**src/include/fls_pkg.sv**
```systemverilog
`default_nettype none
package fls_pkg;
	// ****************************************************************
	// register map, byte addresses on the bus
	// ****************************************************************
	localparam int          AXI_ADDR_W       = 8;
	localparam logic [7:0]  CTRL_OFFSET      = 8'h00;
	localparam logic [7:0]  STATUS_OFFSET    = 8'h04;
	localparam int          CTRL_FIELD_W     = 6;
	localparam logic [5:0]  CTRL_RESET       = 6'h00;
	localparam int          CTRL_BUSY_BIT    = 6;
	localparam int          STAT_EEPROM_BIT  = 0;
	localparam int          STAT_FLASH_BIT   = 1;
	localparam int          STAT_CFG_BIT     = 2;
	localparam logic [1:0]  RESP_OKAY        = 2'h0;
	localparam logic [1:0]  RESP_SLVERR      = 2'h2;

	// ****************************************************************
	// pointer addresses of the configuration and signature bytes
	// ****************************************************************
	localparam logic [15:0] ADDR_FUSE_LOW    = 16'h0000;
	localparam logic [15:0] ADDR_LOCK        = 16'h0001;
	localparam logic [15:0] ADDR_FUSE_EXT    = 16'h0002;
	localparam logic [15:0] ADDR_FUSE_HIGH   = 16'h0003;
	localparam logic [15:0] ADDR_SIG_0       = 16'h0000;
	localparam logic [15:0] ADDR_OSC_CAL     = 16'h0001;
	localparam logic [15:0] ADDR_SIG_1       = 16'h0002;
	localparam logic [15:0] ADDR_SIG_2       = 16'h0004;
	localparam logic [1:0]  LOCK_UNASSIGNED  = 2'h3;
	localparam logic [7:0]  RESERVED_BYTE    = 8'hFF;

	// ****************************************************************
	// timing
	// ****************************************************************
	localparam int          WIN_W            = 3;
	localparam logic [2:0]  LOAD_WINDOW      = 3'h3;
	localparam logic [2:0]  STORE_WINDOW     = 3'h4;
	localparam int          CLK_PERIOD_NS    = 50;
	localparam int          FLASH_MIN_NS     = 3700000;
	localparam int          FLASH_MAX_NS     = 4500000;
	localparam int          FLASH_MIN_CYCLES = (FLASH_MIN_NS + CLK_PERIOD_NS - 1) / CLK_PERIOD_NS;
	localparam int          FLASH_MAX_CYCLES = FLASH_MAX_NS / CLK_PERIOD_NS;
	localparam int          FLASH_CNT_W      = 17;

	// ****************************************************************
	// types
	// ****************************************************************
	typedef struct packed {
		logic signature_read_select;
		logic concurrent_section_reenable;
		logic lock_read_select;
		logic page_write_select;
		logic page_erase_select;
		logic store_program_enable;
	} fls_ctrl_t;

	typedef enum logic [1:0] {
		FLS_OP_NONE,
		FLS_OP_ERASE,
		FLS_OP_WRITE,
		FLS_OP_LOCK
	} fls_op_t;
endpackage
`default_nettype wire

```
**src/hw/fls_cycle_timer.sv**
```systemverilog
`default_nettype none
module fls_cycle_timer #(
	parameter int W = 3
) (
	input  wire logic         clk,
	input  wire logic         rst_n,
	input  wire logic         start,
	input  wire logic [W-1:0] start_value,
	input  wire logic         abort,
	output logic      [W-1:0] count,
	output logic              running,
	output logic              expire
);
	logic [W-1:0] count_reg;
	logic [W-1:0] count_next;

	always_comb begin
		count_next = count_reg;
		if (start) begin
			count_next = start_value;
		end else if (abort) begin
			count_next = '0;
		end else if (count_reg != '0) begin
			count_next = count_reg - W'(1);
		end
	end

	always_ff @(posedge clk) begin
		if (!rst_n) begin
			count_reg <= '0;
		end else begin
			count_reg <= count_next;
		end
	end

	assign count   = count_reg;
	assign running = (count_reg != '0);
	// last counted cycle: the edge ending it empties the counter
	assign expire  = (count_reg == W'(1)) && !start && !abort;
endmodule
`default_nettype wire

```
**src/hw/fls_readback.sv**
```systemverilog
// Behaviour
// - lock byte read at pointer 0x0001 armed
// - armed bits clear on read or timeout
// - unarmed load reads ordinary program memory
// - lock byte layout bits 5..0, 7..6 unassigned
// - pointer 0x0000 returns low fuse byte
// - pointer 0x0003 returns high fuse byte
// - pointer 0x0002 returns extended fuse byte
// - programmed reads zero, unprogrammed reads one
// - signature byte read at pointer when armed
// - signature arm self-clears on read or timeout
// - identification bytes at 0x0000, 0x0002, 0x0004
// - calibration byte at 0x0001, others reserved
// - flash write survives reset while supply holds
// - flash writes last 3.7 to 4.5 ms
// - busy section needs reenable before reading
// - eeprom write blocks config reads, programming
`default_nettype none
module fls_readback #(
	parameter int unsigned FLASH_OP_CYCLES = fls_pkg::FLASH_MIN_CYCLES
) (
	input  wire logic                           aclk,
	input  wire logic                           aresetn,
	input  wire logic                           por_n,
	input  wire logic [fls_pkg::AXI_ADDR_W-1:0] s_axi_awaddr,
	input  wire logic [2:0]                     s_axi_awprot,
	input  wire logic                           s_axi_awvalid,
	output logic                                s_axi_awready,
	input  wire logic [31:0]                    s_axi_wdata,
	input  wire logic [3:0]                     s_axi_wstrb,
	input  wire logic                           s_axi_wvalid,
	output logic                                s_axi_wready,
	output logic [1:0]                          s_axi_bresp,
	output logic                                s_axi_bvalid,
	input  wire logic                           s_axi_bready,
	input  wire logic [fls_pkg::AXI_ADDR_W-1:0] s_axi_araddr,
	input  wire logic [2:0]                     s_axi_arprot,
	input  wire logic                           s_axi_arvalid,
	output logic                                s_axi_arready,
	output logic [31:0]                         s_axi_rdata,
	output logic [1:0]                          s_axi_rresp,
	output logic                                s_axi_rvalid,
	input  wire logic                           s_axi_rready,
	input  wire logic                           instr_load,
	input  wire logic                           instr_store,
	input  wire logic [15:0]                    instr_addr,
	input  wire logic [7:0]                     instr_data,
	output logic [15:0]                         pm_rd_addr,
	input  wire logic [7:0]                     pm_rd_data,
	output logic                                load_valid,
	output logic [7:0]                          load_data,
	input  wire logic [7:0]                     fuse_low_programmed,
	input  wire logic [7:0]                     fuse_high_programmed,
	input  wire logic [7:0]                     ext_fuse_programmed,
	input  wire logic [5:0]                     lock_programmed,
	input  wire logic [7:0]                     sig_byte0,
	input  wire logic [7:0]                     sig_byte1,
	input  wire logic [7:0]                     sig_byte2,
	input  wire logic [7:0]                     osc_cal,
	input  wire logic                           eeprom_write_enable_flag,
	output logic                                flash_op_active,
	output fls_pkg::fls_op_t                    flash_op_kind,
	output logic                                lock_wr_strobe,
	output logic [7:0]                          lock_wr_data,
	output logic                                concurrent_section_busy_flag
);
	// ****************************************************************
	// bus slave state
	// ****************************************************************
	logic                           aw_hold_reg,  aw_hold_next;
	logic [fls_pkg::AXI_ADDR_W-1:0] awaddr_reg,   awaddr_next;
	logic                           w_hold_reg,   w_hold_next;
	logic [31:0]                    wdata_reg,    wdata_next;
	logic [3:0]                     wstrb_reg,    wstrb_next;
	logic                           bvalid_reg,   bvalid_next;
	logic [1:0]                     bresp_reg,    bresp_next;
	logic                           rvalid_reg,   rvalid_next;
	logic [31:0]                    rdata_reg,    rdata_next;
	logic [1:0]                     rresp_reg,    rresp_next;
	logic                           wr_fire;

	// ****************************************************************
	// control state
	// ****************************************************************
	fls_pkg::fls_ctrl_t             ctrl_reg,     ctrl_next;
	logic                           busy_reg,     busy_next;
	logic                           cfg_reg,      cfg_next;
	logic                           load_v_reg,   load_v_next;
	logic [7:0]                     load_d_reg,   load_d_next;
	fls_pkg::fls_op_t               kind_reg,     kind_next;
	logic [7:0]                     lock_d_reg,   lock_d_next;
	logic                           lock_s_reg,   lock_s_next;
	logic                           win_start;
	logic [fls_pkg::WIN_W-1:0]      win_value;
	logic                           win_abort;
	logic [fls_pkg::WIN_W-1:0]      win_count;
	logic                           win_running;
	logic                           flash_start;
	logic                           flash_running;
	logic                           flash_expire;
	logic                           load_ok;
	logic                           store_ok;
	logic                           cfg_read;
	logic [7:0]                     cfg_byte;
	logic [6:0]                     ctrl_view;
	logic [2:0]                     status_view;

	// ****************************************************************
	// timers
	// ****************************************************************
	fls_cycle_timer #(.W(fls_pkg::WIN_W)) u_window (
		.clk         (aclk),
		.rst_n       (aresetn),
		.start       (win_start),
		.start_value (win_value),
		.abort       (win_abort),
		.count       (win_count),
		.running     (win_running),
		.expire      ()
	);

	// reset by supply only, so an operation begun before a system reset runs to its end
	fls_cycle_timer #(.W(fls_pkg::FLASH_CNT_W)) u_flash_timer (
		.clk         (aclk),
		.rst_n       (por_n),
		.start       (flash_start),
		.start_value (fls_pkg::FLASH_CNT_W'(FLASH_OP_CYCLES)),
		.abort       (1'b0),
		.count       (),
		.running     (flash_running),
		.expire      (flash_expire)
	);

	// ****************************************************************
	// configuration byte select
	// ****************************************************************
	always_comb begin
		cfg_byte = fls_pkg::RESERVED_BYTE;
		if (ctrl_reg.lock_read_select) begin
			case (instr_addr)
				fls_pkg::ADDR_FUSE_LOW:  cfg_byte = ~fuse_low_programmed;
				fls_pkg::ADDR_LOCK:      cfg_byte = {fls_pkg::LOCK_UNASSIGNED, ~lock_programmed};
				fls_pkg::ADDR_FUSE_EXT:  cfg_byte = ~ext_fuse_programmed;
				fls_pkg::ADDR_FUSE_HIGH: cfg_byte = ~fuse_high_programmed;
				default:                 cfg_byte = fls_pkg::RESERVED_BYTE;
			endcase
		end else begin
			case (instr_addr)
				fls_pkg::ADDR_SIG_0:     cfg_byte = sig_byte0;
				fls_pkg::ADDR_OSC_CAL:   cfg_byte = osc_cal;
				fls_pkg::ADDR_SIG_1:     cfg_byte = sig_byte1;
				fls_pkg::ADDR_SIG_2:     cfg_byte = sig_byte2;
				default:                 cfg_byte = fls_pkg::RESERVED_BYTE;
			endcase
		end
	end

	// window count is 4 in the first cycle after the arming write, so 2 marks the third
	assign load_ok  = win_running && ctrl_reg.store_program_enable &&
		(ctrl_reg.signature_read_select || win_count >= (fls_pkg::STORE_WINDOW - fls_pkg::LOAD_WINDOW + 3'h1));
	assign store_ok = win_running && ctrl_reg.store_program_enable && !ctrl_reg.signature_read_select;
	assign cfg_read = load_ok && !eeprom_write_enable_flag &&
		(ctrl_reg.lock_read_select || ctrl_reg.signature_read_select);

	// ****************************************************************
	// control next state
	// ****************************************************************
	always_comb begin
		ctrl_next   = ctrl_reg;
		busy_next   = busy_reg;
		cfg_next    = cfg_reg;
		load_v_next = 1'b0;
		load_d_next = load_d_reg;
		kind_next   = kind_reg;
		lock_d_next = lock_d_reg;
		lock_s_next = flash_expire && (kind_reg == fls_pkg::FLS_OP_LOCK);
		win_start   = 1'b0;
		win_value   = fls_pkg::STORE_WINDOW;
		win_abort   = 1'b0;
		flash_start = 1'b0;
		if (flash_expire) begin
			ctrl_next = fls_pkg::fls_ctrl_t'(fls_pkg::CTRL_RESET);
			kind_next = fls_pkg::FLS_OP_NONE;
		end
		if (instr_load) begin
			load_v_next = 1'b1;
			cfg_next    = cfg_read;
			load_d_next = cfg_read ? cfg_byte : pm_rd_data;
		end
		// a running operation or an eeprom write refuses new arming
		if (wr_fire && awaddr_reg == fls_pkg::CTRL_OFFSET && wstrb_reg[0] &&
				!eeprom_write_enable_flag && !flash_running) begin
			ctrl_next = fls_pkg::fls_ctrl_t'(wdata_reg[fls_pkg::CTRL_FIELD_W-1:0]);
			if (wdata_reg[0]) begin
				win_start = 1'b1;
				win_value = wdata_reg[5] ? fls_pkg::LOAD_WINDOW : fls_pkg::STORE_WINDOW;
			end else begin
				ctrl_next = fls_pkg::fls_ctrl_t'(fls_pkg::CTRL_RESET);
			end
		end else if (instr_load && cfg_read) begin
			ctrl_next = fls_pkg::fls_ctrl_t'(fls_pkg::CTRL_RESET);
			win_abort = 1'b1;
		end else if (instr_store && store_ok && !eeprom_write_enable_flag) begin
			win_abort = 1'b1;
			ctrl_next = fls_pkg::fls_ctrl_t'(fls_pkg::CTRL_RESET);
			if (ctrl_reg.page_erase_select || ctrl_reg.page_write_select || ctrl_reg.lock_read_select) begin
				ctrl_next   = ctrl_reg;
				flash_start = 1'b1;
				if (ctrl_reg.lock_read_select) begin
					kind_next   = fls_pkg::FLS_OP_LOCK;
					lock_d_next = instr_data;
				end else begin
					kind_next = ctrl_reg.page_erase_select ? fls_pkg::FLS_OP_ERASE : fls_pkg::FLS_OP_WRITE;
					busy_next = 1'b1;
				end
			end else if (ctrl_reg.concurrent_section_reenable) begin
				busy_next = 1'b0;
			end
		end
		// last window cycle with nothing taken ends the arm; a signature load or a store there is served first
		if (win_count == 3'h1 && !win_start && !win_abort) begin
			ctrl_next = fls_pkg::fls_ctrl_t'(fls_pkg::CTRL_RESET);
		end
	end

	always_ff @(posedge aclk) begin
		if (!aresetn) begin
			ctrl_reg   <= fls_pkg::fls_ctrl_t'(fls_pkg::CTRL_RESET);
			busy_reg   <= 1'b0;
			cfg_reg    <= 1'b0;
			load_v_reg <= 1'b0;
			load_d_reg <= 8'h00;
		end else begin
			ctrl_reg   <= ctrl_next;
			busy_reg   <= busy_next;
			cfg_reg    <= cfg_next;
			load_v_reg <= load_v_next;
			load_d_reg <= load_d_next;
		end
	end

	// operation bookkeeping follows the supply reset like its timer
	always_ff @(posedge aclk) begin
		if (!por_n) begin
			kind_reg   <= fls_pkg::FLS_OP_NONE;
			lock_d_reg <= 8'h00;
			lock_s_reg <= 1'b0;
		end else begin
			kind_reg   <= kind_next;
			lock_d_reg <= lock_d_next;
			lock_s_reg <= lock_s_next;
		end
	end

	// ****************************************************************
	// bus slave
	// ****************************************************************
	assign s_axi_awready = !aw_hold_reg && !bvalid_reg;
	assign s_axi_wready  = !w_hold_reg && !bvalid_reg;
	assign s_axi_arready = !rvalid_reg;
	assign wr_fire       = aw_hold_reg && w_hold_reg && !bvalid_reg;

	// enable reads set while an operation runs even after a system reset
	assign ctrl_view   = {busy_reg, ctrl_reg[5:1], ctrl_reg.store_program_enable | flash_running};
	assign status_view = {cfg_reg, flash_running, eeprom_write_enable_flag};

	always_comb begin
		aw_hold_next = aw_hold_reg;
		awaddr_next  = awaddr_reg;
		w_hold_next  = w_hold_reg;
		wdata_next   = wdata_reg;
		wstrb_next   = wstrb_reg;
		bvalid_next  = bvalid_reg;
		bresp_next   = bresp_reg;
		rvalid_next  = rvalid_reg;
		rdata_next   = rdata_reg;
		rresp_next   = rresp_reg;
		if (s_axi_awvalid && s_axi_awready) begin
			aw_hold_next = 1'b1;
			awaddr_next  = s_axi_awaddr;
		end
		if (s_axi_wvalid && s_axi_wready) begin
			w_hold_next = 1'b1;
			wdata_next  = s_axi_wdata;
			wstrb_next  = s_axi_wstrb;
		end
		if (wr_fire) begin
			aw_hold_next = 1'b0;
			w_hold_next  = 1'b0;
			bvalid_next  = 1'b1;
			bresp_next   = (awaddr_reg == fls_pkg::CTRL_OFFSET || awaddr_reg == fls_pkg::STATUS_OFFSET) ?
				fls_pkg::RESP_OKAY : fls_pkg::RESP_SLVERR;
		end else if (bvalid_reg && s_axi_bready) begin
			bvalid_next = 1'b0;
		end
		if (s_axi_arvalid && s_axi_arready) begin
			rvalid_next = 1'b1;
			rresp_next  = fls_pkg::RESP_OKAY;
			unique case (s_axi_araddr)
				fls_pkg::CTRL_OFFSET:   rdata_next = {25'h0000000, ctrl_view};
				fls_pkg::STATUS_OFFSET: rdata_next = {29'h00000000, status_view};
				default: begin
					rdata_next = 32'h00000000;
					rresp_next = fls_pkg::RESP_SLVERR;
				end
			endcase
		end else if (rvalid_reg && s_axi_rready) begin
			rvalid_next = 1'b0;
		end
	end

	always_ff @(posedge aclk) begin
		if (!aresetn) begin
			aw_hold_reg <= 1'b0;
			awaddr_reg  <= '0;
			w_hold_reg  <= 1'b0;
			wdata_reg   <= 32'h00000000;
			wstrb_reg   <= 4'h0;
			bvalid_reg  <= 1'b0;
			bresp_reg   <= fls_pkg::RESP_OKAY;
			rvalid_reg  <= 1'b0;
			rdata_reg   <= 32'h00000000;
			rresp_reg   <= fls_pkg::RESP_OKAY;
		end else begin
			aw_hold_reg <= aw_hold_next;
			awaddr_reg  <= awaddr_next;
			w_hold_reg  <= w_hold_next;
			wdata_reg   <= wdata_next;
			wstrb_reg   <= wstrb_next;
			bvalid_reg  <= bvalid_next;
			bresp_reg   <= bresp_next;
			rvalid_reg  <= rvalid_next;
			rdata_reg   <= rdata_next;
			rresp_reg   <= rresp_next;
		end
	end

	// ****************************************************************
	// outputs
	// ****************************************************************
	assign s_axi_bvalid                 = bvalid_reg;
	assign s_axi_bresp                  = bresp_reg;
	assign s_axi_rvalid                 = rvalid_reg;
	assign s_axi_rdata                  = rdata_reg;
	assign s_axi_rresp                  = rresp_reg;
	// memory answers combinationally in the same cycle, so the address is passed straight on
	assign pm_rd_addr                   = instr_addr;
	assign load_valid                   = load_v_reg;
	assign load_data                    = load_d_reg;
	assign flash_op_active              = flash_running;
	assign flash_op_kind                = kind_reg;
	assign lock_wr_strobe               = lock_s_reg;
	assign lock_wr_data                 = lock_d_reg;
	assign concurrent_section_busy_flag = busy_reg;
endmodule
`default_nettype wire

```
**config.mk**
```make
export PLATFORM = sky130hd
export DESIGN_NAME = fls_readback
export DESIGN_NICKNAME = d
export VERILOG_FILES = /design/src/include/fls_pkg.sv /design/src/hw/fls_cycle_timer.sv /design/src/hw/fls_readback.sv
export SDC_FILE = /design/constraint.sdc
export NUM_CORES = 1
export LEC_CHECK = 0
export BUFFER_PORTS_ARGS = -buffer_cell sky130_fd_sc_hd__buf_4
export CAP_MARGIN = 20
export CORE_MARGIN = 1
export CORE_UTILIZATION = 35
export CTS_BUF_LIST = sky130_fd_sc_hd__clkbuf_8
export CTS_CLUSTER_DIAMETER = 200
export DETAILED_ROUTE_END_ITERATION = 10
export PLACE_DENSITY = 0.67
export SLEW_MARGIN = 20
export SYNTH_ARGS = -nofsm -noshare
export SYNTH_HDL_FRONTEND = slang
export SYNTH_SLANG_ARGS = --single-unit
```
**constraint.sdc**
```tcl
create_clock -name aclk -period 1.8 [get_ports aclk]
set_input_delay 0.36 -clock aclk [delete_from_list [all_inputs] [get_ports aclk]]
set_output_delay 0.36 -clock aclk [all_outputs]
set_load 0.02 [all_outputs]
```
# Word level (Yosys, flattened, before mapping)
# Cells that the tools add are included.
classes:
  order_cmp: 1
  addsub: 2
  n_eq_ne: 11
  mux: 45
  bitwise: 9
  n_reduce_logical: 58
ops:
  columns: ["operator", "n"]
  rows:
  - ["$pmux W8 S4", 2]
  - ["$mux W6", 6]
  - ["$mux W17", 2]
  - ["$eq A16 B2 Y1 const B", 2]
  - ["$logic_and A1 B1 Y1", 25]
  - ["$not A8 Y8", 3]
  - ["$mux W2", 9]
  - ["$mux W3", 6]
  - ["$eq A17 B1 Y1 const B", 1]
  - ["$mux W1", 17]
  - ["$reduce_bool A17 Y1", 1]
  - ["$sub A17 B1 Y17 const B", 1]
  - ["$eq A16 B1 Y1 const B", 1]
  - ["$eq A16 B3 Y1 const B", 1]
  - ["$eq A8 B3 Y1 const B", 2]
  - ["$logic_not A16 Y1", 1]
  - ["$logic_not A8 Y1", 2]
  - ["$mux W8", 2]
  - ["$pmux W7 S2", 1]
  - ["$logic_not A1 Y1", 10]
  - ["$reduce_and A5 Y1", 2]
  - ["$reduce_bool A2 Y1", 4]
  - ["$reduce_or A2 Y1", 4]
  - ["$not A6 Y6", 1]
  - ["12 further kinds", 20]
word_totals:
  register_bits: 103
  input_bits: 163
  output_inout_bits: 79

# Logic depth before layout (Yosys ltp)
# Gate-level depths: netlist of run 1.
depth:
  word_depth: 15
  mapped_depth: 9
  mapped_depth_nobuf: 8

# By module
# A second synthesis of run 1 with hierarchy kept.
hier_totals:
  hier_cells: 526
  area_unflattened_um2: 4563.1
modules_own_cells:
  columns: ["mod", "instances", "area_per_inst_um2", "cells_each"]
  rows:
  - ["fls_readback", 1, 3319.4, 385]
  - ["fls_cycle_timer at u_flash_timer", 1, 1053.5, 117]
  - ["fls_cycle_timer at u_window", 1, 190.2, 24]

# Worst setup path after synthesis of run 1
# OpenSTA, ideal clock, no wires.
synth_timing:
  kind: "reg2reg"
  startpoint: "register u_flash_timer.count_reg[0], in the netlist u_flash_timer.count[0]"
  endpoint: "register u_flash_timer.count_reg[15], in the netlist u_flash_timer.count[15]"
  slack_ns: -0.162
  t_arrival_ns: 1.841
  t_required_ns: 1.679
  path_stages_with_launch: 9
  path_buffers: 1
  synth_period_minus_slack_ns: 1.962
  cell_sequence: "dfxtp_1 inv_1 ha_1 nor4b_1 and4_4 buf_8 nor4_1 nand2_1 mux2_2"
synth_between:
  elab_chain_cells: 5
  elab_cells_between_ends: 6
  cone_classes: "add/sub: 1; mux: 1; reduce/logical: 4"
synth_lines:
  columns: ["item", "line_no", "text"]
  rows:
  - ["start, declared", "fls_cycle_timer.sv:14", "logic [W-1:0] count_reg;"]
  - ["start signal, assigned", "fls_cycle_timer.sv:32", "count_reg <= count_next;"]
  - ["parallel branches: the longest is 5 deep, another holds $sub A17 B1 Y17", null, null]
# Parallel ways; which one is timed is not known.
# A chain may end at the register's enable or synchronous reset.

# Worst setup path in the final report of run 1
layout_timing:
  startpoint: "register u_flash_timer.count_reg[14], in the netlist u_flash_timer.count[14]"
  endpoint: "output port flash_op_active"
layout_between:
  elab_chain_cells: 1
layout_lines:
  columns: ["item", "line_no", "text"]
  rows:
  - ["$reduce_bool A17 Y1", "fls_cycle_timer.sv:37", "assign running = (count_reg != '0);"]
  - ["end, declared", "fls_readback.sv:61", "output logic flash_op_active,"]
# Every way passes these cells.

==> impl_metrics.yaml, run 1 <==
status:
  status: "complete, but fails checks"
  violations: "setup timing"
synth:
  synth_top_family_by_area: "simple AND/OR/NAND/NOR gates"
  synthXorXnorAreaFrac_pct: 2.26
  synthTopCellsByArea: "dfxtp_1 33%, buf_4 7.3%, nand2_1 5.2%"
  syn_inst: 571
  synthArstFlopShare_pct: 0
  synth-compound-area-share_pct: 19.8
  synth_seq_cells: 76
  yosys.area_share.simple_pct: 26.4
  synth_mux_area_share_pct: 5.72
  netlist.area_leader.share_pct: 32.7
  synth_edf_count: 0
  synth_flop_cell: "dfxtp_1"
  synth.yosys.warnings: 0
  avgSynthCellArea_um2: 8.15
  synthAdderAreaFrac_pct: 1.61
  synth_cell_types: 74
  synth_top_area_cell: "dfxtp_1"
  synth.yosys.seq_area_share_pct: 32.7
  syn_area_mm2: 0.00466
sta:
  min_period_over_period_pct: 113
  fin_skew_ps: 12.3
  rsz0062_at_grt: "true"
  finalSetupViolCount: 33
  slew_violations: 0
  timing.fmax_mhz: 493
  timing.final.ws_setup_ps: -230
  maxSlewHeadroom_pct: 57.6
  hold_viol: 0
  hold_slack_ps: 174
  tightest_slew_ps: 635
  fin_crit_ps: 2030
min_path:
  min_path_type: "in -> reg"
  hp-start: "s_axi_rready"
setup_path:
  cp_max_fo: 2
  arrival_ps: 1670
  cp.required_ps: 1440
  critPathLaunchType: "flip-flop"
  cp-end-kind: "output pin"
  criticalPathCategory: "reg -> out"
  r2r-start: "u_flash_timer.count[1]$_SDFFE_PP0P_"
  startpoint: "u_flash_timer.count[14]$_SDFFE_PP0P_"
pwr:
  leakagePower_nw: 3.18
  irDropWorstVdd_mv: 0.687
  powerDensity_mw_per_mm2: 1000
placed_design:
  place_area_mm2: 0.00658
  dp_hpwl_mm: 11.7
  portBuffers: 179
  gp_congestion: 0.874
  pre_cts_ws_ps: -472
layout:
  final_common_cell: "buf_4"
  nets: 990
  regArea_mm2: 0.00153
  final_area_mm2: 0.00731
  area_growth_pct: 57.0
  antennaDiodeCount: 0
  largest_reg_flops: 17
  drive_above_1_share_pct: 46.6
  fillers: 1159
  layout_common_cells: "269 x buf_4, 70 x dfxtp_1, 64 x nand2_1"
  multiInputGateArea_mm2: 0.00308
drt:
  wl_mm: 15.5
  routed_via_density: 5.13
  ant_nets: 0
  dr.pass1.iters: 4
  routed-via-count: 5115
  wire_per_inst_um: 15.5
  route.detailed.drc: 0
  first_iter_violations: 197
global_route:
  grt.overflow.total: 0
  grt_pass1_wl_mm: 23.2
  grt_pass1_vias: 4841
  grt_max_degree: 29
  antenna_found_initial: 0
  track_usage_pct: 20.9
die:
  io_pins: 242
  die_x_um: 117
  rows: 41
  die_h_um: 117
  core_area_mm2: 0.0128
  initial_utilization_pct: 36.4
  fp.dieArea_mm2: 0.0138
clocking:
  cts_buffer_depth: 2
  cts_tree: "yes"
  cts_root_buf: "clkbuf_8"
  hold_buffers: 0
  clk_latency_ps: 360
  htreeDepth: 3
  cts-buffers-inserted: 9
  clkTransAtPathRegs_ps: 80
  clkSinkCount: 76
run:
  maxCapViolCount: 0
layout make-up:
| cell class | instances | share of cell area (%) |
|---|---|---|
| clock buffer | 11 | 2.07 |
| clock inverter | 5 | 0.702 |
| inverter | 20 | 1.13 |
| multi-input combinational | 431 | 42.1 |
| sequential | 76 | 20.9 |
| tap | 172 | 2.94 |
| timing repair buffer | 283 | 30.1 |
critical path, stage by stage (launching register included):
cell and delay [ps]:
dfxtp_2 330, nor4_2 290, buf_4 170, and4_4 240
buf_6 120, inv_8 30, buf_6 120
repair_timing:
item | 4_1_cts | 5_1_grt
buffers inserted | 10 | 8
pin swaps | 11 | 29
cloned | 1 | 0
resized for setup | 43 | 61
setup endpoints to repair | 42 | 48
through the flow:
stage	utilization (%)	power, mW	TNS (ps)	instances
final	57.2	7.33	-3210	998
after CTS	54.8	6.85	-3130	991
after floorplan	-	3.95	-42.2	597
after global routing	57.2	7.73	-4550	998
after detailed placement	51.5	5.14	-5110	965
after global placement	51.5	5.05	-3880	965
power breakdown:
| part | total (mW) | switching [mW] | internal [mW] |
|---|---|---|---|
| Clock | 1.34 | 0.632 | 0.706 |
| Sequential | 2.13 | 0.211 | 1.92 |
| Combinational | 3.86 | 1.86 | 2.00 |
| Total | 7.33 | 2.70 | 4.63 |
per-layer routing:
metal,share of wire (%),global-route usage (%),wire (µm),vias up
met5,0,0,0,-
met4,2.3,9.58,363,0
met3,5.3,3.26,825,29
met2,53,39.3,8240,184
met1,39,22.8,6040,2410
li1,-,-,-,2492
cells by family (layout without fill, tap and decap cells):
logic type               Yosys count  count (layout)
flip-flops                        76              76
XOR/XNOR                          12              12
buffers and inverters             91             319
adder cells (fa/ha/maj)            6               6
multiplexers                      26              26
AO/OA/AOI/OAI                    128             129
other                              1              27
AND/OR/NAND/NOR                  231             231
cell usage after synthesis, types with 4 or more instances:
cell	n
buf_2	6
nor4_1	8
a21oi_1	31
o21ai_0	16
nand2b_1	9
clkbuf_1	15
nand3_1	18
nor3_1	24
nor4_2	6
dfxtp_1	76
xnor2_1	10
nor2_1	55
a211oi_1	12
a2111oi_0	7
buf_4	45
o211ai_1	11
ha_1	6
inv_1	19
and2_1	4
o41ai_1	5
nand2_1	65
o22ai_1	6
a21boi_0	5
mux2i_1	24
a22oi_1	4
nor2b_1	9
final timing paths:
| kind | endpoint | slack (ps) | cells after the start |
|---|---|---|---|
| max | flash_op_active | -230 | 6 |
| min | s_axi_rvalid$_SDFFE_PN0P_ | 170 | 2 |
| max reg2reg | u_flash_timer.count[15]$_SDFFE_PP0P_ | -180 | 9 |
| min reg2reg | lock_wr_data[0]$_SDFFE_PN0P_ | 460 | 2 |
(Power assumes the default switching activity.)
==> run 2: changes to the inputs <==
--- a/config.mk
+++ b/config.mk
@@ -5,14 +5,13 @@
 export SDC_FILE = /design/constraint.sdc
 export NUM_CORES = 1
 export LEC_CHECK = 0
-export BUFFER_PORTS_ARGS = -buffer_cell sky130_fd_sc_hd__buf_4
 export CAP_MARGIN = 20
 export CORE_MARGIN = 1
 export CORE_UTILIZATION = 35
 export CTS_BUF_LIST = sky130_fd_sc_hd__clkbuf_8
 export CTS_CLUSTER_DIAMETER = 200
 export DETAILED_ROUTE_END_ITERATION = 10
-export PLACE_DENSITY = 0.67
+export DONT_BUFFER_PORTS = 1
 export SLEW_MARGIN = 20
 export SYNTH_ARGS = -nofsm -noshare
 export SYNTH_HDL_FRONTEND = slang
==> impl_metrics.yaml, run 2 (synthesized netlist as in run 1, its figures left out) <==
clocking:
  clkSinkCount: 76
  cts_buffer_depth: 2
  hold_buffers: 0
  cts_tree: "yes"
  clk_latency_ps: 370
  clkTransAtPathRegs_ps: 100
  htreeDepth: 3
  cts_root_buf: "clkbuf_8"
  cts-buffers-inserted: 9
die:
  die_h_um: 117
  io_pins: 242
  die_x_um: 117
  rows: 41
  fp.dieArea_mm2: 0.0138
  core_area_mm2: 0.0128
  initial_utilization_pct: 36.4
layout:
  nets: 793
  finish.utilization_pct: 45.1
  layout_common_cells: "79 x buf_4, 71 x dfxtp_1, 63 x nand2_1"
  drive_above_1_share_pct: 28.3
  fillers: 1266
  final_common_cell: "buf_4"
  largest_reg_flops: 17
  area_growth_pct: 23.7
  antennaDiodeCount: 0
drt:
  wl_mm: 13.5
  wire_per_inst_um: 16.9
  drt-met1-wl_mm: 5.33
  wl_met2_mm: 7.02
  first_iter_violations: 158
  routed_via_density: 5.33
  dr.pass1.iters: 6
  routed.top_layer: "met4"
  route.detailed.drc: 0
  wl_met3_um: 768
  routed-via-count: 4268
  ant_nets: 0
pwr:
  powerDensity_mw_per_mm2: 1210
  leakagePower_nw: 2.24
  irDropWorstVdd_mv: 0.596
sta:
  tns_ps: -2360
  min_period_over_period_pct: 112
  finalSetupViolCount: 34
  rsz0062_at_grt: "true"
  fin_skew_ps: 14.7
  tightest_slew_ps: 576
  timing.final.ws_setup_ps: -212
  hold_viol: 0
  fin_crit_ps: 2010
  slew_violations: 0
  maxSlewHeadroom_pct: 60.6
  timing.fmax_mhz: 497
global_route:
  grt.overflow.total: 0
  track_usage_pct: 19.5
  grt_pass1_wl_mm: 21.5
  grt_pass1_vias: 4271
  grt_max_degree: 32
  antenna_found_initial: 0
placed_design:
  portBuffers: 0
  dp_hpwl_mm: 10.4
  gp_congestion: 0.918
setup_path:
  cp.required_ps: 1440
  cp_max_fo: 4
  critPathLaunchType: "flip-flop"
  worstRegToRegCells: 11
  criticalPathCategory: "reg -> out"
  crit_chain: "inv_2 -> ha_4 -> nor4b_4 -> and4_4 -> buf_12 -> inv_8 -> buf_8"
  critPathMaxStageDelay_ps: 330
  arrival_ps: 1650
  cp-end-kind: "output pin"
  cp_slowest_cell: "dfxtp_2"
min_path:
  hold_path_depth: 1
  min_path_type: "in -> reg"
status:
  status: "complete, but fails checks"
  violations: "setup timing"
run:
  maxCapViolCount: 0
-- run 2: cell types whose count changed in the layout (fill, tap and decap cells not counted), sizes merged --
cell	change
a21bo	-1
buf	-196
clkbuf	-1
clkinv	-2
inv	+3
-- run 2: timing repair --
action                     4_1_cts  5_1_grt
gates cloned                     0        0
pin swaps                       13       13
resized for setup               51       34
setup endpoints to repair       43       48
setup buffers                    7        5
-- run 2: power breakdown --
group,switching [mW],internal [mW],total [mW]
sequential,0.228,1.92,2.15
combinational,1.62,1.77,3.39
clock,0.749,0.708,1.46
-- run 2: final timing paths --
check / start / endpoint / slack, ps
setup / recovery: u_flash_timer.count[0]$_SDFFE_PP0P_ / flash_op_active / -210
hold / removal: s_axi_rready / s_axi_rvalid$_SDFFE_PN0P_ / 70
setup reg to reg: u_flash_timer.count[0]$_SDFFE_PP0P_ / lock_wr_data[3]$_SDFFE_PN0P_ / -150
hold reg to reg: wdata_reg[3]$_SDFFE_PN0P_ / ctrl_reg[3]$_SDFFE_PP0P_ / 470
-- run 2: layout make-up --
| type | count | area, µm² | area share [%] |
|---|---|---|---|
| well taps | 172 | 215 | 3.74 |
| inverters | 20 | 82.6 | 1.43 |
| clock buffers | 10 | 138 | 2.39 |
| multi-input cells | 430 | 3010 | 52.3 |
| flip-flops and latches | 76 | 1530 | 26.5 |
| repair buffers | 87 | 704 | 12.2 |
| clock inverters | 6 | 77.6 | 1.35 |
-- run 2: per-stage QoR --
step	instance area, µm²	hold WS (ps)	instances	total power [mW]	worst slack (ps)
after global routing	5760	43.8	801	7.45	-271
final	5760	68.4	801	6.99	-212
after global placement	5140	445	774	4.78	-391
after detailed placement	5140	449	774	4.83	-336
after CTS	5610	40.1	797	6.78	-229
after floorplan	4780	435	597	3.95	-42.2
-- run 2: routing by layer --
| layer | up-vias | GRT usage [%] |
|---|---|---|
| met3 | 28 | 4.38 |
| li1 | 2101 | - |
| met2 | 166 | 36.1 |
| met4 | 0 | 9.42 |
| met1 | 1973 | 20.8 |
| met5 | - | 0 |
-- run 2: critical path: cells and delay by family, from the launching register on --
family / cells / cell delay [ps]
and+or+nand+nor: 2 / 470
buffers and inverters: 4 / 350
DFF: 1 / 330
adders and majority gates: 1 / 140
==> run 3: changes to the inputs <==
--- a/config.mk
+++ b/config.mk
@@ -5,13 +5,13 @@
 export SDC_FILE = /design/constraint.sdc
 export NUM_CORES = 1
 export LEC_CHECK = 0
-export CAP_MARGIN = 20
 export CORE_MARGIN = 1
 export CORE_UTILIZATION = 35
 export CTS_BUF_LIST = sky130_fd_sc_hd__clkbuf_8
 export CTS_CLUSTER_DIAMETER = 200
 export DETAILED_ROUTE_END_ITERATION = 10
 export DONT_BUFFER_PORTS = 1
+export PLACE_DENSITY = 0.53
 export SLEW_MARGIN = 20
 export SYNTH_ARGS = -nofsm -noshare
 export SYNTH_HDL_FRONTEND = slang
==> impl_metrics.yaml, run 3 (synthesized netlist as in run 1, its figures left out) <==
layout:
  nets: 806
  final_area_mm2: 0.00599
  final_common_cell: "buf_4"
  drive_above_1_share_pct: 32.4
  largest_reg_flops: 17
  layout_common_cells: "86 x buf_4, 70 x dfxtp_1, 64 x nand2_1"
  area_growth_pct: 28.6
  antennaDiodeCount: 0
placed_design:
  portBuffers: 0
  place_area_mm2: 0.00520
  pre_cts_ws_ps: -266
  gp_congestion: 0.873
  dp_hpwl_mm: 10.4
clocking:
  cts-buffers-inserted: 9
  cts_tree: "yes"
  clkSinkCount: 76
  clk_latency_ps: 370
  cts_buffer_depth: 2
  cts_root_buf: "clkbuf_8"
  clkTransAtPathRegs_ps: 80
  htreeDepth: 3
die:
  die_h_um: 117
  die_x_um: 117
  rows: 41
  io_pins: 242
  fp.dieArea_mm2: 0.0138
  initial_utilization_pct: 36.4
  core_area_mm2: 0.0128
drt:
  wl_mm: 13.9
  routed_via_density: 5.32
  ant_nets: 0
  dr.pass1.iters: 4
  first_iter_violations: 133
  route.detailed.drc: 0
  routed-via-count: 4331
  wire_per_inst_um: 17.1
sta:
  fin_skew_ps: 6.75
  rsz0062_at_grt: "true"
  hold_viol: 0
  tns_ps: -1190
  fin_crit_ps: 1910
  min_period_over_period_pct: 106
  finalSetupViolCount: 23
  slew_violations: 0
  timing.final.ws_setup_ps: -109
  timing.fmax_mhz: 524
  hold_slack_ps: 76.9
setup_path:
  criticalPathCategory: "reg -> out"
  critPathLaunchType: "flip-flop"
  arrival_ps: 1550
  cp_max_fo: 5
  cp.required_ps: 1440
  cp-end-kind: "output pin"
status:
  violations: "setup timing"
  status: "complete, but fails checks"
global_route:
  track_usage_pct: 19.6
  grt_pass1_wl_mm: 21.4
  grt_max_degree: 31
  antenna_found_initial: 0
  grt_pass1_vias: 4165
  grt.overflow.total: 0
pwr:
  leakagePower_nw: 2.30
  powerDensity_mw_per_mm2: 1170
  power_mw: 6.98
  irDropWorstVdd_mv: 0.803
min_path:
  min_path_type: "in -> reg"
run:
  maxCapViolCount: 0
## run 3: cell types whose count changed in the layout (fill, tap and decap cells not counted), moves of 3 or more
| cell | change |
|---|---|
| o41ai_2 | -4 |
| nand3_1 | -8 |
| nor4_2 | -5 |
| nor2_2 | +6 |
| inv_8 | -3 |
| buf_4 | +7 |
| o41ai_1 | +4 |
| nand3_2 | +8 |
| nor2_1 | -7 |
| nor4_1 | +5 |
| buf_6 | +3 |
## run 3: final timing paths
path	start	end	slack, ps	cells after the start
setup reg to reg	u_flash_timer.count[1]$_SDFFE_PP0P_	ctrl_reg[3]$_SDFFE_PP0P_	-80	10
setup / recovery	u_flash_timer.count[1]$_SDFFE_PP0P_	flash_op_active	-110	6
hold / removal	s_axi_rready	s_axi_rvalid$_SDFFE_PN0P_	80	1
hold reg to reg	awaddr_reg[4]$_SDFFE_PN0P_	awaddr_reg[4]$_SDFFE_PN0P_	460	2
## run 3: per-stage QoR
stage	cells	util (%)
2_1_floorplan	597	-
3_3_place_gp	783	40.7
3_5_place_dp	783	40.7
4_1_cts	809	44.1
5_1_grt	814	46.9
6_report	814	46.9
## run 3: worst max-delay path, stage by stage, from the launching register on
cell	delay, ps
dfxtp_2	330
inv_2	70
ha_4	140
nor4b_4	170
and4_4	300
inv_6	40
buf_8	130
## run 3: timing repair
action	4_1_cts	5_1_grt
hold buffers	0	0
gates resized for setup	47	67
endpoints found under the setup margin	46	46
pin swaps	16	32
buffers inserted	9	6
cloned	1	1
## run 3: report_power, final
group          leakage (nW)  switching (mW)  total (mW)  internal, mW
clock                0.0983           0.680        1.36         0.675
sequential            0.623           0.233        2.15          1.92
combinational          1.58            1.65        3.48          1.83
## run 3: final cells by class
| class | count | area, µm² |
|---|---|---|
| Timing Repair Buffer | 100 | 856 |
| Sequential cell | 76 | 1530 |
| Tap cell | 172 | 215 |
| Inverter | 20 | 80.1 |
| Fill cell | 1221 | 6780 |
| Clock buffer | 10 | 138 |
| Multi-Input combinational cell | 430 | 3110 |
| Clock inverter | 6 | 63.8 |
## run 3: per-layer routing
| metal | wire length (µm) | part of all wire, % | global-route usage [%] |
|---|---|---|---|
| met5 | 0 | 0 | 0 |
| met4 | 402 | 2.9 | 9.74 |
| met3 | 1010 | 7.3 | 5.30 |
| met2 | 6770 | 49 | 33.0 |
| met1 | 5710 | 41 | 22.8 |
